## src/rtl/pllpc_pkg.sv

```systemverilog
// package of constants for the pll phase comparator block
// Summary of operation
// - comparator one outputs signal xor comparator
// - both comparators share signal and comparator inputs
// - comparator two uses four flip-flop stages
// - up drives high, down drives low, else float
// - comparator two acts on rising edges only
// - inhibit low enables oscillator, high stops it
// - faster signal holds up, slower holds down
// - equal frequency: lag interval drives down or up
// - phase and frequency match: both drivers off
// - phase pulse output high while locked
package pllpc_pkg;
    localparam int PLLPC_STAGES = 4;
    localparam logic PLLPC_INHIBIT_ON = 1'h1;
    localparam logic PLLPC_RESET_LEVEL = 1'h0;
    // comparator two detector states
    typedef enum logic [1:0] {
        PLLPC_IDLE,
        PLLPC_UP,
        PLLPC_DOWN
    } pllpc_state_t;
endpackage

```

## src/rtl/pllpc_edge.sv

```systemverilog
// rising edge detector stage for one comparator input
`timescale 1ns/1ps
module pllpc_edge (
    input wire logic clock_in,
    input wire logic reset_in,
    input wire logic level_in,
    output logic rise_out
);
    import pllpc_pkg::*;
    logic last_q;

    // remember previous level; falling edges give nothing
    always_ff @(posedge clock_in) begin
        if (reset_in) begin
            last_q <= PLLPC_RESET_LEVEL;
        end else begin
            last_q <= level_in;
        end
    end

    assign rise_out = level_in & ~last_q;
endmodule

```

## src/rtl/pllpc_top.sv

```systemverilog
// digital phase comparators of a phase-locked loop
`timescale 1ns/1ps
module pllpc_top (
    input wire logic clock_in,
    input wire logic reset_in,
    input wire logic signal_in,
    input wire logic compare_in,
    input wire logic inhibit_in,
    output logic xor_out,
    output logic pc2_up_out,
    output logic pc2_down_out,
    output logic pc2_level_out,
    output logic pc2_oe_out,
    output logic lock_out,
    output logic osc_enable_out
);
    import pllpc_pkg::*;
    // input positions in the shared edge vectors, signal then comparator
    localparam int SIG_IDX = 0;
    localparam int CMP_IDX = 1;
    localparam int N_INPUTS = 2;
    // bit positions of the driver request
    localparam int DRV_UP = 1;
    localparam int DRV_DOWN = 0;
    logic [N_INPUTS-1:0] level_vec;
    logic [N_INPUTS-1:0] rise_vec;
    logic sig_rise;
    logic cmp_rise;
    logic [1:0] drv_d;
    pllpc_state_t state_q;
    pllpc_state_t state_d;
    genvar g;

    // map a detector state to its driver request, never both bits
    function automatic logic [1:0] pllpc_drv(input pllpc_state_t st);
        logic [1:0] drv;
        drv = 2'h0;
        unique case (st)
            PLLPC_IDLE: drv = 2'h0;
            PLLPC_UP: drv[DRV_UP] = 1'h1;
            PLLPC_DOWN: drv[DRV_DOWN] = 1'h1;
            default: drv = 2'h0; // unused code asks for no driver
        endcase
        return drv;
    endfunction

    // both comparators read the same two input paths
    assign level_vec = {compare_in, signal_in};

    // one rising-edge detector per shared input
    for (g = 0; g < N_INPUTS; g = g + 1) begin : g_edge
        pllpc_edge u_edge (
            .clock_in(clock_in),
            .reset_in(reset_in),
            .level_in(level_vec[g]),
            .rise_out(rise_vec[g])
        );
    end

    // name the strobes for the detector logic
    assign sig_rise = rise_vec[SIG_IDX];
    assign cmp_rise = rise_vec[CMP_IDX];

    // comparator one, registered
    always_ff @(posedge clock_in) begin
        if (reset_in) begin
            xor_out <= 1'h0;
        end else begin
            xor_out <= signal_in ^ compare_in;
        end
    end

    // tri-state phase frequency detector next state
    always_comb begin
        state_d = state_q;
        unique case (state_q)
            PLLPC_IDLE: begin
                if (sig_rise && !cmp_rise) begin
                    state_d = PLLPC_UP;
                end else if (cmp_rise && !sig_rise) begin
                    state_d = PLLPC_DOWN;
                end
            end
            PLLPC_UP: begin
                if (cmp_rise && !sig_rise) begin
                    state_d = PLLPC_IDLE;
                end
            end
            PLLPC_DOWN: begin
                if (sig_rise && !cmp_rise) begin
                    state_d = PLLPC_IDLE;
                end
            end
            default: state_d = PLLPC_IDLE;
        endcase
    end

    // state register; faster input keeps its driver held on
    always_ff @(posedge clock_in) begin
        if (reset_in) begin
            state_q <= PLLPC_IDLE;
        end else begin
            state_q <= state_d;
        end
    end

    // driver request of the state being entered
    assign drv_d = pllpc_drv(state_d);

    // drivers from the request; one-hot so never both on
    always_ff @(posedge clock_in) begin
        if (reset_in) begin
            pc2_up_out <= 1'h0;
            pc2_down_out <= 1'h0;
            pc2_oe_out <= 1'h0;
            pc2_level_out <= 1'h0;
        end else begin
            pc2_up_out <= drv_d[DRV_UP];
            pc2_down_out <= drv_d[DRV_DOWN];
            pc2_oe_out <= |drv_d;
            pc2_level_out <= drv_d[DRV_UP];
        end
    end

    // lock indicator high while no driver active
    always_ff @(posedge clock_in) begin
        if (reset_in) begin
            lock_out <= 1'h0;
        end else begin
            lock_out <= ~|drv_d;
        end
    end

    // oscillator enable from inhibit
    always_ff @(posedge clock_in) begin
        if (reset_in) begin
            osc_enable_out <= 1'h0;
        end else begin
            osc_enable_out <= (inhibit_in != PLLPC_INHIBIT_ON);
        end
    end
endmodule

```

## config.mk

```make
export PLATFORM = sky130hd
export DESIGN_NAME = pllpc_top
export DESIGN_NICKNAME = d
export VERILOG_FILES = /design/src/rtl/pllpc_pkg.sv /design/src/rtl/pllpc_edge.sv /design/src/rtl/pllpc_top.sv
export SDC_FILE = /design/constraint.sdc
export NUM_CORES = 1
export LEC_CHECK = 0
export BUFFER_PORTS_ARGS = -buffer_cell sky130_fd_sc_hd__buf_4
export CORE_AREA = 2 2 39 41
export DETAILED_ROUTE_END_ITERATION = 10
export DIE_AREA = 0 0 41 43
export GPL_ROUTABILITY_DRIVEN = 0
export GPL_TIMING_DRIVEN = 0
export PLACE_DENSITY = 0.46
export SETUP_SLACK_MARGIN = 0.4
export SYNTH_ARGS = -nofsm -noshare
export SYNTH_HDL_FRONTEND = slang
export SYNTH_SLANG_ARGS = --single-unit
```

## constraint.sdc

```tcl
create_clock -name clock_in -period 3.1 [get_ports clock_in]
set_input_delay 0 -clock clock_in [delete_from_list [all_inputs] [get_ports clock_in]]
set_output_delay 0 -clock clock_in [all_outputs]
set_load 0.02 [all_outputs]
```

# --- After elaboration in Yosys (flattened, before gate mapping) ---
# Cells that the tools add are included.
classes:
  bitwise_logic: 6
  n_reduce_logical: 7
  eq_ne: 4
  muxes: 7
op_table:
  columns: ["cell", "count"]
  rows:
  - ["2-bit 2-to-1 mux", 4]
  - ["2-bit case mux with 3 select lines", 1]
  - ["2-bit by 1-bit == test with 1-bit output, second input constant", 2]
  - ["2-bit == test, second input constant", 2]
  - ["1-bit zero test", 3]
  - ["1-bit inverter", 3]
  - ["1-bit bitwise AND", 2]
  - ["1-bit logical AND", 2]
  - ["2-bit zero test", 1]
  - ["1-bit 2-to-1 mux", 2]
  - ["2-bit OR reduction", 1]
  - ["1-bit XOR", 1]
word_totals:
  wordCells: 33
  output_inout_bits: 7
  ff_bits: 10
  in_bits: 5

# --- Logic depth before layout (Yosys ltp) ---
# Gate-level depths: netlist (run 1).
depth:
  depth_word: 11
  depth_mapped: 5

# --- By module ---
# From an unflattened synthesis (run 1), not the netlist that was laid out.
unflattened:
  hier_cells: 35
  area_unflattened_um2: 392.9
by_module_without_submodules:
  columns: ["module", "cells_each", "area_each_um2", "seq_area_each_um2", "n_inst"]
  rows:
  - ["pllpc_top", 29, 297.8, 160.2, 1]
  - ["pllpc_edge", 3, 47.5, 20.0, 2]

# --- Worst setup path before layout (run 1) ---
# No wires, ideal clock.
synth_timing:
  path_kind: "register to register"
  startpoint: "register g_edge[0].u_edge.last_q"
  endpoint: "register lock_out"
  setup_slack_ns: 1.638
  setup_ns: 0.128
  required_ns: 2.972
  n_path_buf: 0
  path_stages_with_launch: 6
  arrival_ns: 1.334
  cell_sequence: "dfxtp_1 > nand2b_1 > maj3_2 > or2_1 > ha_1 > nor2b_1"
synth_between:
  elab_chain_cells: 11
synth_lines:
  columns: ["element", "line", "text"]
  rows:
  - ["start: declaration", "pllpc_edge.sv:10", "logic last_q;"]
  - ["start signal: assignment", "pllpc_edge.sv:17", "last_q <= level_in;"]
  - ["1-bit inverter (*)", "pllpc_edge.sv:21", "assign rise_out = level_in & ~last_q;"]
  - ["1-bit bitwise AND (*)", "pllpc_edge.sv:21", null]
  - ["1-bit zero test", "pllpc_top.sv:80, pllpc_top.sv:85", null]
  - ["1-bit logical AND", "pllpc_top.sv:80, pllpc_top.sv:85", null]
  - ["2-bit 2-to-1 mux", "pllpc_top.sv:80", "end else if (cmp_rise && !sig_rise) begin"]
  - ["2-bit 2-to-1 mux", "pllpc_top.sv:78", "if (sig_rise && !cmp_rise) begin"]
  - ["2-bit case mux with 3 select lines (*)", "pllpc_top.sv:76", "unique case (state_q)"]
  - ["2-bit == test / 2-bit by 1-bit == test with 1-bit output (equally long branches)", "pllpc_top.sv:38", "unique case (st)"]
  - ["1-bit 2-to-1 mux", "pllpc_top.sv:38", null]
  - ["2-bit OR reduction (*)", "pllpc_top.sv:130", "lock_out <= ~|drv_d;"]
  - ["1-bit zero test (*)", "pllpc_top.sv:130", null]
  - ["end signal: assignment", "pllpc_top.sv:130", null]
  - ["end: declaration", "pllpc_top.sv:14", "output logic lock_out,"]
# Mark *: on every way between the ends. The rest lies on a longest branch, timed or not.
# A chain may end at the register's enable or synchronous reset.

# --- Worst setup path after layout (run 1) ---
layout_timing:
  startpoint: "input port compare_in"
  endpoint: "register lock_out"
layout_between:
  elab_chain_cells: 9
layout_lines:
  columns: ["element", "line", "text"]
  rows:
  - ["start: declaration", "pllpc_top.sv:7", "input wire logic compare_in,"]
  - ["1-bit bitwise AND (*)", "pllpc_edge.sv:21", null]
  - ["1-bit logical AND / 1-bit zero test (equally long branches)", null, null]
  - ["2-bit 2-to-1 mux / 1-bit logical AND (equally long branches)", "pllpc_top.sv:80, pllpc_top.sv:78, pllpc_top.sv:90", null]
  - ["2-bit 2-to-1 mux (on tied branches)", "pllpc_top.sv:78, pllpc_top.sv:90", null]
  - ["2-bit case mux with 3 select lines (*)", "pllpc_top.sv:76", null]
  - ["2-bit == test / 2-bit by 1-bit == test with 1-bit output (equally long branches)", "pllpc_top.sv:38", null]
  - ["1-bit 2-to-1 mux", "pllpc_top.sv:38", null]
  - ["2-bit OR reduction (*)", "pllpc_top.sv:130", null]
  - ["1-bit zero test (*)", "pllpc_top.sv:130", null]
# Marked as above.

==> results of run 1 <==
==> worst max-delay path, cell delays in order <==
cell           delay [ps]
dlygate4sd3_1         540
buf_4                 150
nor2b_1               120
maj3_2                310
or2_1                 210
ha_1                  300
nor2b_1               130
==> through the flow <==
stage	utilization	hold slack [ps]	cells	cell area, um^2
global placement	0.338	156	63	468
CTS	0.376	100	69	520
detailed placement	0.338	159	63	468
global route	0.376	144	69	520
floorplan	-	72.4	37	373
finish	0.376	96.2	69	520
==> power by group through the flow <==
| stage | clock network (mW) | logic (mW) | registers (mW) |
|---|---|---|---|
| 3_3_place_gp | 0 | 0.0497 | 0.145 |
| 6_report | 0.0846 | 0.0526 | 0.143 |
| 2_1_floorplan | 0 | 0.0225 | 0.154 |
| 4_1_cts | 0.0876 | 0.0534 | 0.143 |
| 3_5_place_dp | 0 | 0.0503 | 0.146 |
| 5_1_grt | 0.0996 | 0.0587 | 0.144 |
==> routing by layer <==
metal,global-route usage,up-vias
met5,0,-
met4,0.0600,0
met3,0.0785,0
met2,0.138,8
met1,0.101,128
li1,-,146
==> cells in the mapped netlist (all sizes together) <==
library cell | instances | share of area
xnor2 | 1 | 0.023
maj3 | 2 | 0.060
nor3 | 2 | 0.027
ha | 2 | 0.067
nor2 | 5 | 0.050
dfxtp | 10 | 0.54
clkbuf | 1 | 0.010
nand2b | 2 | 0.034
buf | 1 | 0.020
inv | 2 | 0.020
or2 | 2 | 0.034
nor2b | 7 | 0.12
==> cell usage in the layout (no fill, tap or decap), drive strengths merged <==
cell type	count
buf	11
clkbuf	4
dfxtp	10
dlygate4sd3	3
ha	2
inv	2
maj3	2
nand2b	2
nor2	5
nor2b	7
nor3	2
or2	2
xnor2	1
==> registers in the layout, indices dropped and copies added, names as in the netlist <==
signal	cells
osc_enable_out	1
state_q	2
pc2_down_out	1
pc2_oe_out	1
lock_out	1
pc2_level_out	1
g_edge.u_edge.last_q	2
xor_out	1
==> cells by family (layout without fill, tap and decap cells) <==
kind of cell	count (synthesis)	in the layout	synth area share
DFF	10	10	0.537
xor gates and xnor gates	1	1	0.0235
adders and majority gates	4	4	0.128
buffers and inverters	4	20	0.0503
and+or+nand+nor	18	18	0.262
==> layout make-up <==
cell class	count	area [um^2]
Buffer	2	11.3
Clock buffer	3	22.5
Fill cell	148	863
Inverter	2	7.51
Multi-Input combinational cell	23	154
Sequential cell	10	200
Tap cell	16	20.0
Timing Repair Buffer	13	105
==> final timing paths <==
check	start	endpoint	slack (ps)	cells past startpoint
worst max register to register	state_q[0]	lock_out	1590	5
worst max-delay path	compare_in	lock_out	1470	7
worst min register to register	state_q[0]	state_q[1]	490	1
worst min-delay path	reset_in	osc_enable_out	100	2
==> results.yml, run 1 <==
routing:
  ant_nets: 0
  drt-initial-drc-count: 4
  drc: 0
  drtPass1Iterations: 4
  top_layer: "met3"
  wl_met3_um: 44
  wl_met1_um: 257
  wl_per_cell_um: 8.80
  vias: 282
  via_per_inst: 4.09
  routed_wl_um: 607
  wl_met2_um: 305
clock_tree:
  cts_root_buf: "clkbuf_4"
  htreeDepth: 1
  postCtsSetupRepairBufs: 0
  clock_sinks: 10
  cts_resized: 0
  cts_tree: "yes"
  cts_hold_buffers: 3
  clk-insertion-delay-late_ps: 260
  numCtsBuffers: 3
  clk_pin_slew_ps: 60
  cts_max_path_buffers: 2
synthesis:
  yosysUniqueCellTypes: 12
  avgSynthCellArea_um2: 10.1
  netlist_instances: 37
  ys_seq_area_frac: 0.537
  syn_nets: 44
  ys_ff_latch: 10
  netlist_area_um2: 373
  yosysWarnings: 0
worst_hold_path:
  hold_path_class: "in2reg"
placement:
  dpl.hpwl_um: 440
  portBuffers: 10
  dp_slack_ps: 1590
die:
  pin_count: 12
  die-area_um2: 1760
  num_rows: 14
  initial_core_util: 0.269
  core_area_um2: 1380
  die_w_um: 41
  die_h_um: 43
final_layout:
  nNetsFinal: 62
  antennaDiodeCount: 0
  areaGrowthSynthToFinish_pct: 39.6
  drive_gt1_frac: 0.302
timing:
  tns_ps: 0
  slew_viol_final: 0
  finalCritPeriodShare: 0.524
  relSlewSlack: 0.738
  hold_viol_final: 0
  fin_ws_ps: 1470
  rsz0062_at_grt: "false"
  worst_pin_slew_ps: 392
  fmax_ghz: 0.615
  period_minus_slack_ps: 1630
  clock_skew_ps: 5.12
  setup_viol: 0
grt:
  gr-usage-all-layers: 0.0998
  grt_pass1_wl_um: 1080
  antenna_found_initial: 0
  overflow: 0
  grt_max_degree: 11
  grt_pass1_vias: 275
pwr:
  internal-power_mw: 0.211
  pwr-share-clk: 0.302
  netSwitchingPower_mw: 0.0693
  power_density_nw_per_um2: 538
  power_frac_seq: 0.510
  combPwrFrac: 0.188
  p_total_mw: 0.280
  irDropWorstVdd_mv: 0.270
  power_switching_share: 0.247
  leakagePower_nw: 0.232
setup_path:
  cp-end-kind: "register"
  worstPathRequired_ps: 3230
  critPathLaunchType: "primary input"
  cp_max_fo: 4
  crit_arrival_ps: 1760
  critPathKind: "in2reg"
run_status:
  outcome: "finished clean"
job:
  max_cap_viol_count: 0
Note: power is estimated with default switching activity, not from simulation.
==> run 2: changes to the inputs <==
--- a/config.mk
+++ b/config.mk
@@ -11,7 +11,7 @@
 export DIE_AREA = 0 0 41 43
 export GPL_ROUTABILITY_DRIVEN = 0
 export GPL_TIMING_DRIVEN = 0
-export PLACE_DENSITY = 0.46
+export PLACE_DENSITY = 0.48
 export SETUP_SLACK_MARGIN = 0.4
 export SYNTH_ARGS = -nofsm -noshare
 export SYNTH_HDL_FRONTEND = slang
==> constraint.sdc (replaced) <==
create_clock -name clock_in -period 1.3 [get_ports clock_in]
set_input_delay 0 -clock clock_in [delete_from_list [all_inputs] [get_ports clock_in]]
set_output_delay 0 -clock clock_in [all_outputs]
set_load 0.02 [all_outputs]
==> results.yml, run 2 (synthesized netlist as in run 1, its figures left out) <==
grt:
  overflow: 0
  grt_max_degree: 11
  grt_pass1_vias: 246
  gr-usage-all-layers: 0.0878
  antenna_found_initial: 0
  grt_pass1_wl_um: 1010
placement:
  portBuffers: 10
  dp_slack_ps: -178
  dp_cells: 63
die:
  die_h_um: 43
  pin_count: 12
  core_area_um2: 1380
  num_rows: 14
  initial_core_util: 0.269
  die-area_um2: 1760
  die_w_um: 41
setup_path:
  cp_slowest_stage_delay_ps: 320
  cp_slowest_cell: "dfxtp_2"
  critPathTopFamily: "adder cells"
  critPathLaunchType: "register"
  cp-end-kind: "register"
  cp_num_cells: 5
  crit_chain: "nand2b_4 > maj3_2 > or2_4 > ha_4 > nor2b_1"
  critPathKind: "reg2reg"
  crit_arrival_ps: 1560
  rr_worst_depth: 5
  cp_max_fo: 2
  timing.critical_path.buf_inv: 0
  worstPathRequired_ps: 1450
run_status:
  violations: "setup timing"
  outcome: "complete, but fails checks"
final_layout:
  top_regs: "g_edge.u_edge.last_q: 2 flops, state_q: 2 flops"
  antennaDiodeCount: 0
  stdcell_count: 72
  nNetsFinal: 64
  areaGrowthSynthToFinish_pct: 58.1
  mostFrequentLayoutCell: "buf_4"
  n_fill_cell: 150
  layout_common_cells: "buf_4, nor2b_1, dfxtp_1"
  drive_gt1_frac: 0.518
routing:
  vias: 297
  ant_nets: 0
  drc: 0
  wl_per_cell_um: 8.76
  drt-initial-drc-count: 4
  drtPass1Iterations: 3
  routed_wl_um: 631
  via_per_inst: 4.13
clock_tree:
  clk_pin_slew_ps: 70
  numCtsBuffers: 3
  htreeDepth: 1
  cts_max_path_buffers: 2
  clk-insertion-delay-late_ps: 270
  clock_sinks: 10
  cts_tree: "yes"
  cts_root_buf: "clkbuf_4"
pwr:
  power_density_nw_per_um2: 1310
  leakagePower_nw: 0.257
  irDropWorstVdd_mv: 0.445
timing:
  hold_viol_final: 0
  fin_ws_ps: -118
  period_minus_slack_ps: 1420
  fmax_ghz: 0.705
  slew_viol_final: 0
  finalCritPeriodShare: 1.09
  setup_viol: 4
  relSlewSlack: 0.714
  clock_skew_ps: 5.86
  worst_pin_slew_ps: 429
  rsz0062_at_grt: "true"
worst_hold_path:
  hold_path_class: "in2reg"
  hold-path-cell-count: 3
job:
  max_cap_viol_count: 0
run 2: area by class of cell:
| class | count | area [um^2] | area share |
|---|---|---|---|
| Tap cell | 16 | 20.0 | 0.0340 |
| Inverter | 2 | 7.51 | 0.0127 |
| Multi-Input combinational cell | 23 | 189 | 0.321 |
| Clock buffer | 4 | 36.3 | 0.0616 |
| Buffer | 2 | 11.3 | 0.0191 |
| Timing Repair Buffer | 15 | 120 | 0.204 |
| Sequential cell | 10 | 205 | 0.348 |
run 2: power breakdown:
group	switching [mW]	internal (mW)
Combinational	0.0682	0.0837
Clock	0.108	0.170
Sequential	0.0104	0.332
run 2: final timing paths:
check                          start    endpoint  slack, ps
max          g_edge[0].u_edge.last_q    lock_out       -120
min                        signal_in     xor_out         10
max reg2reg  g_edge[0].u_edge.last_q    lock_out       -120
min reg2reg               state_q[1]  state_q[0]        440
run 2: what timing repair did:
item | in CTS | in global routing
gates resized for setup | 3 | 7
hold buffers | 3 | 0
endpoints found under the setup margin | 6 | 6
hold endpoints to repair | 4 | 0
pin swaps | 1 | 2
buffers inserted | 1 | 1
run 2: worst register-to-register path: cells and delay by family (launching register included):
kind / cells / cell delay, ps
DFF: 1 / 320
and+or+nand+nor: 3 / 480
adders and majority gates: 2 / 510
run 2: routing by layer:
layer / vias to the layer above / GRT usage / share of wire
li1: 149 / - / -
met1: 136 / 0.118 / 0.42
met2: 10 / 0.113 / 0.49
met3: 2 / 0.0314 / 0.065
met4: 0 / 0.0600 / 0.024
met5: - / 0 / 0
run 2: stage by stage:
stage               hold WS [ps]  power, mW  utilization  setup TNS, ps  cell area [um^2]
finish                      10.9      0.773        0.426           -353               589
global route                57.1      0.818        0.426           -532               589
CTS                         11.5      0.769        0.407           -442               563
detailed placement           161      0.468        0.340           -487               470
global placement             156      0.468        0.340           -472               470
floorplan                   72.4      0.422            -           -263               375
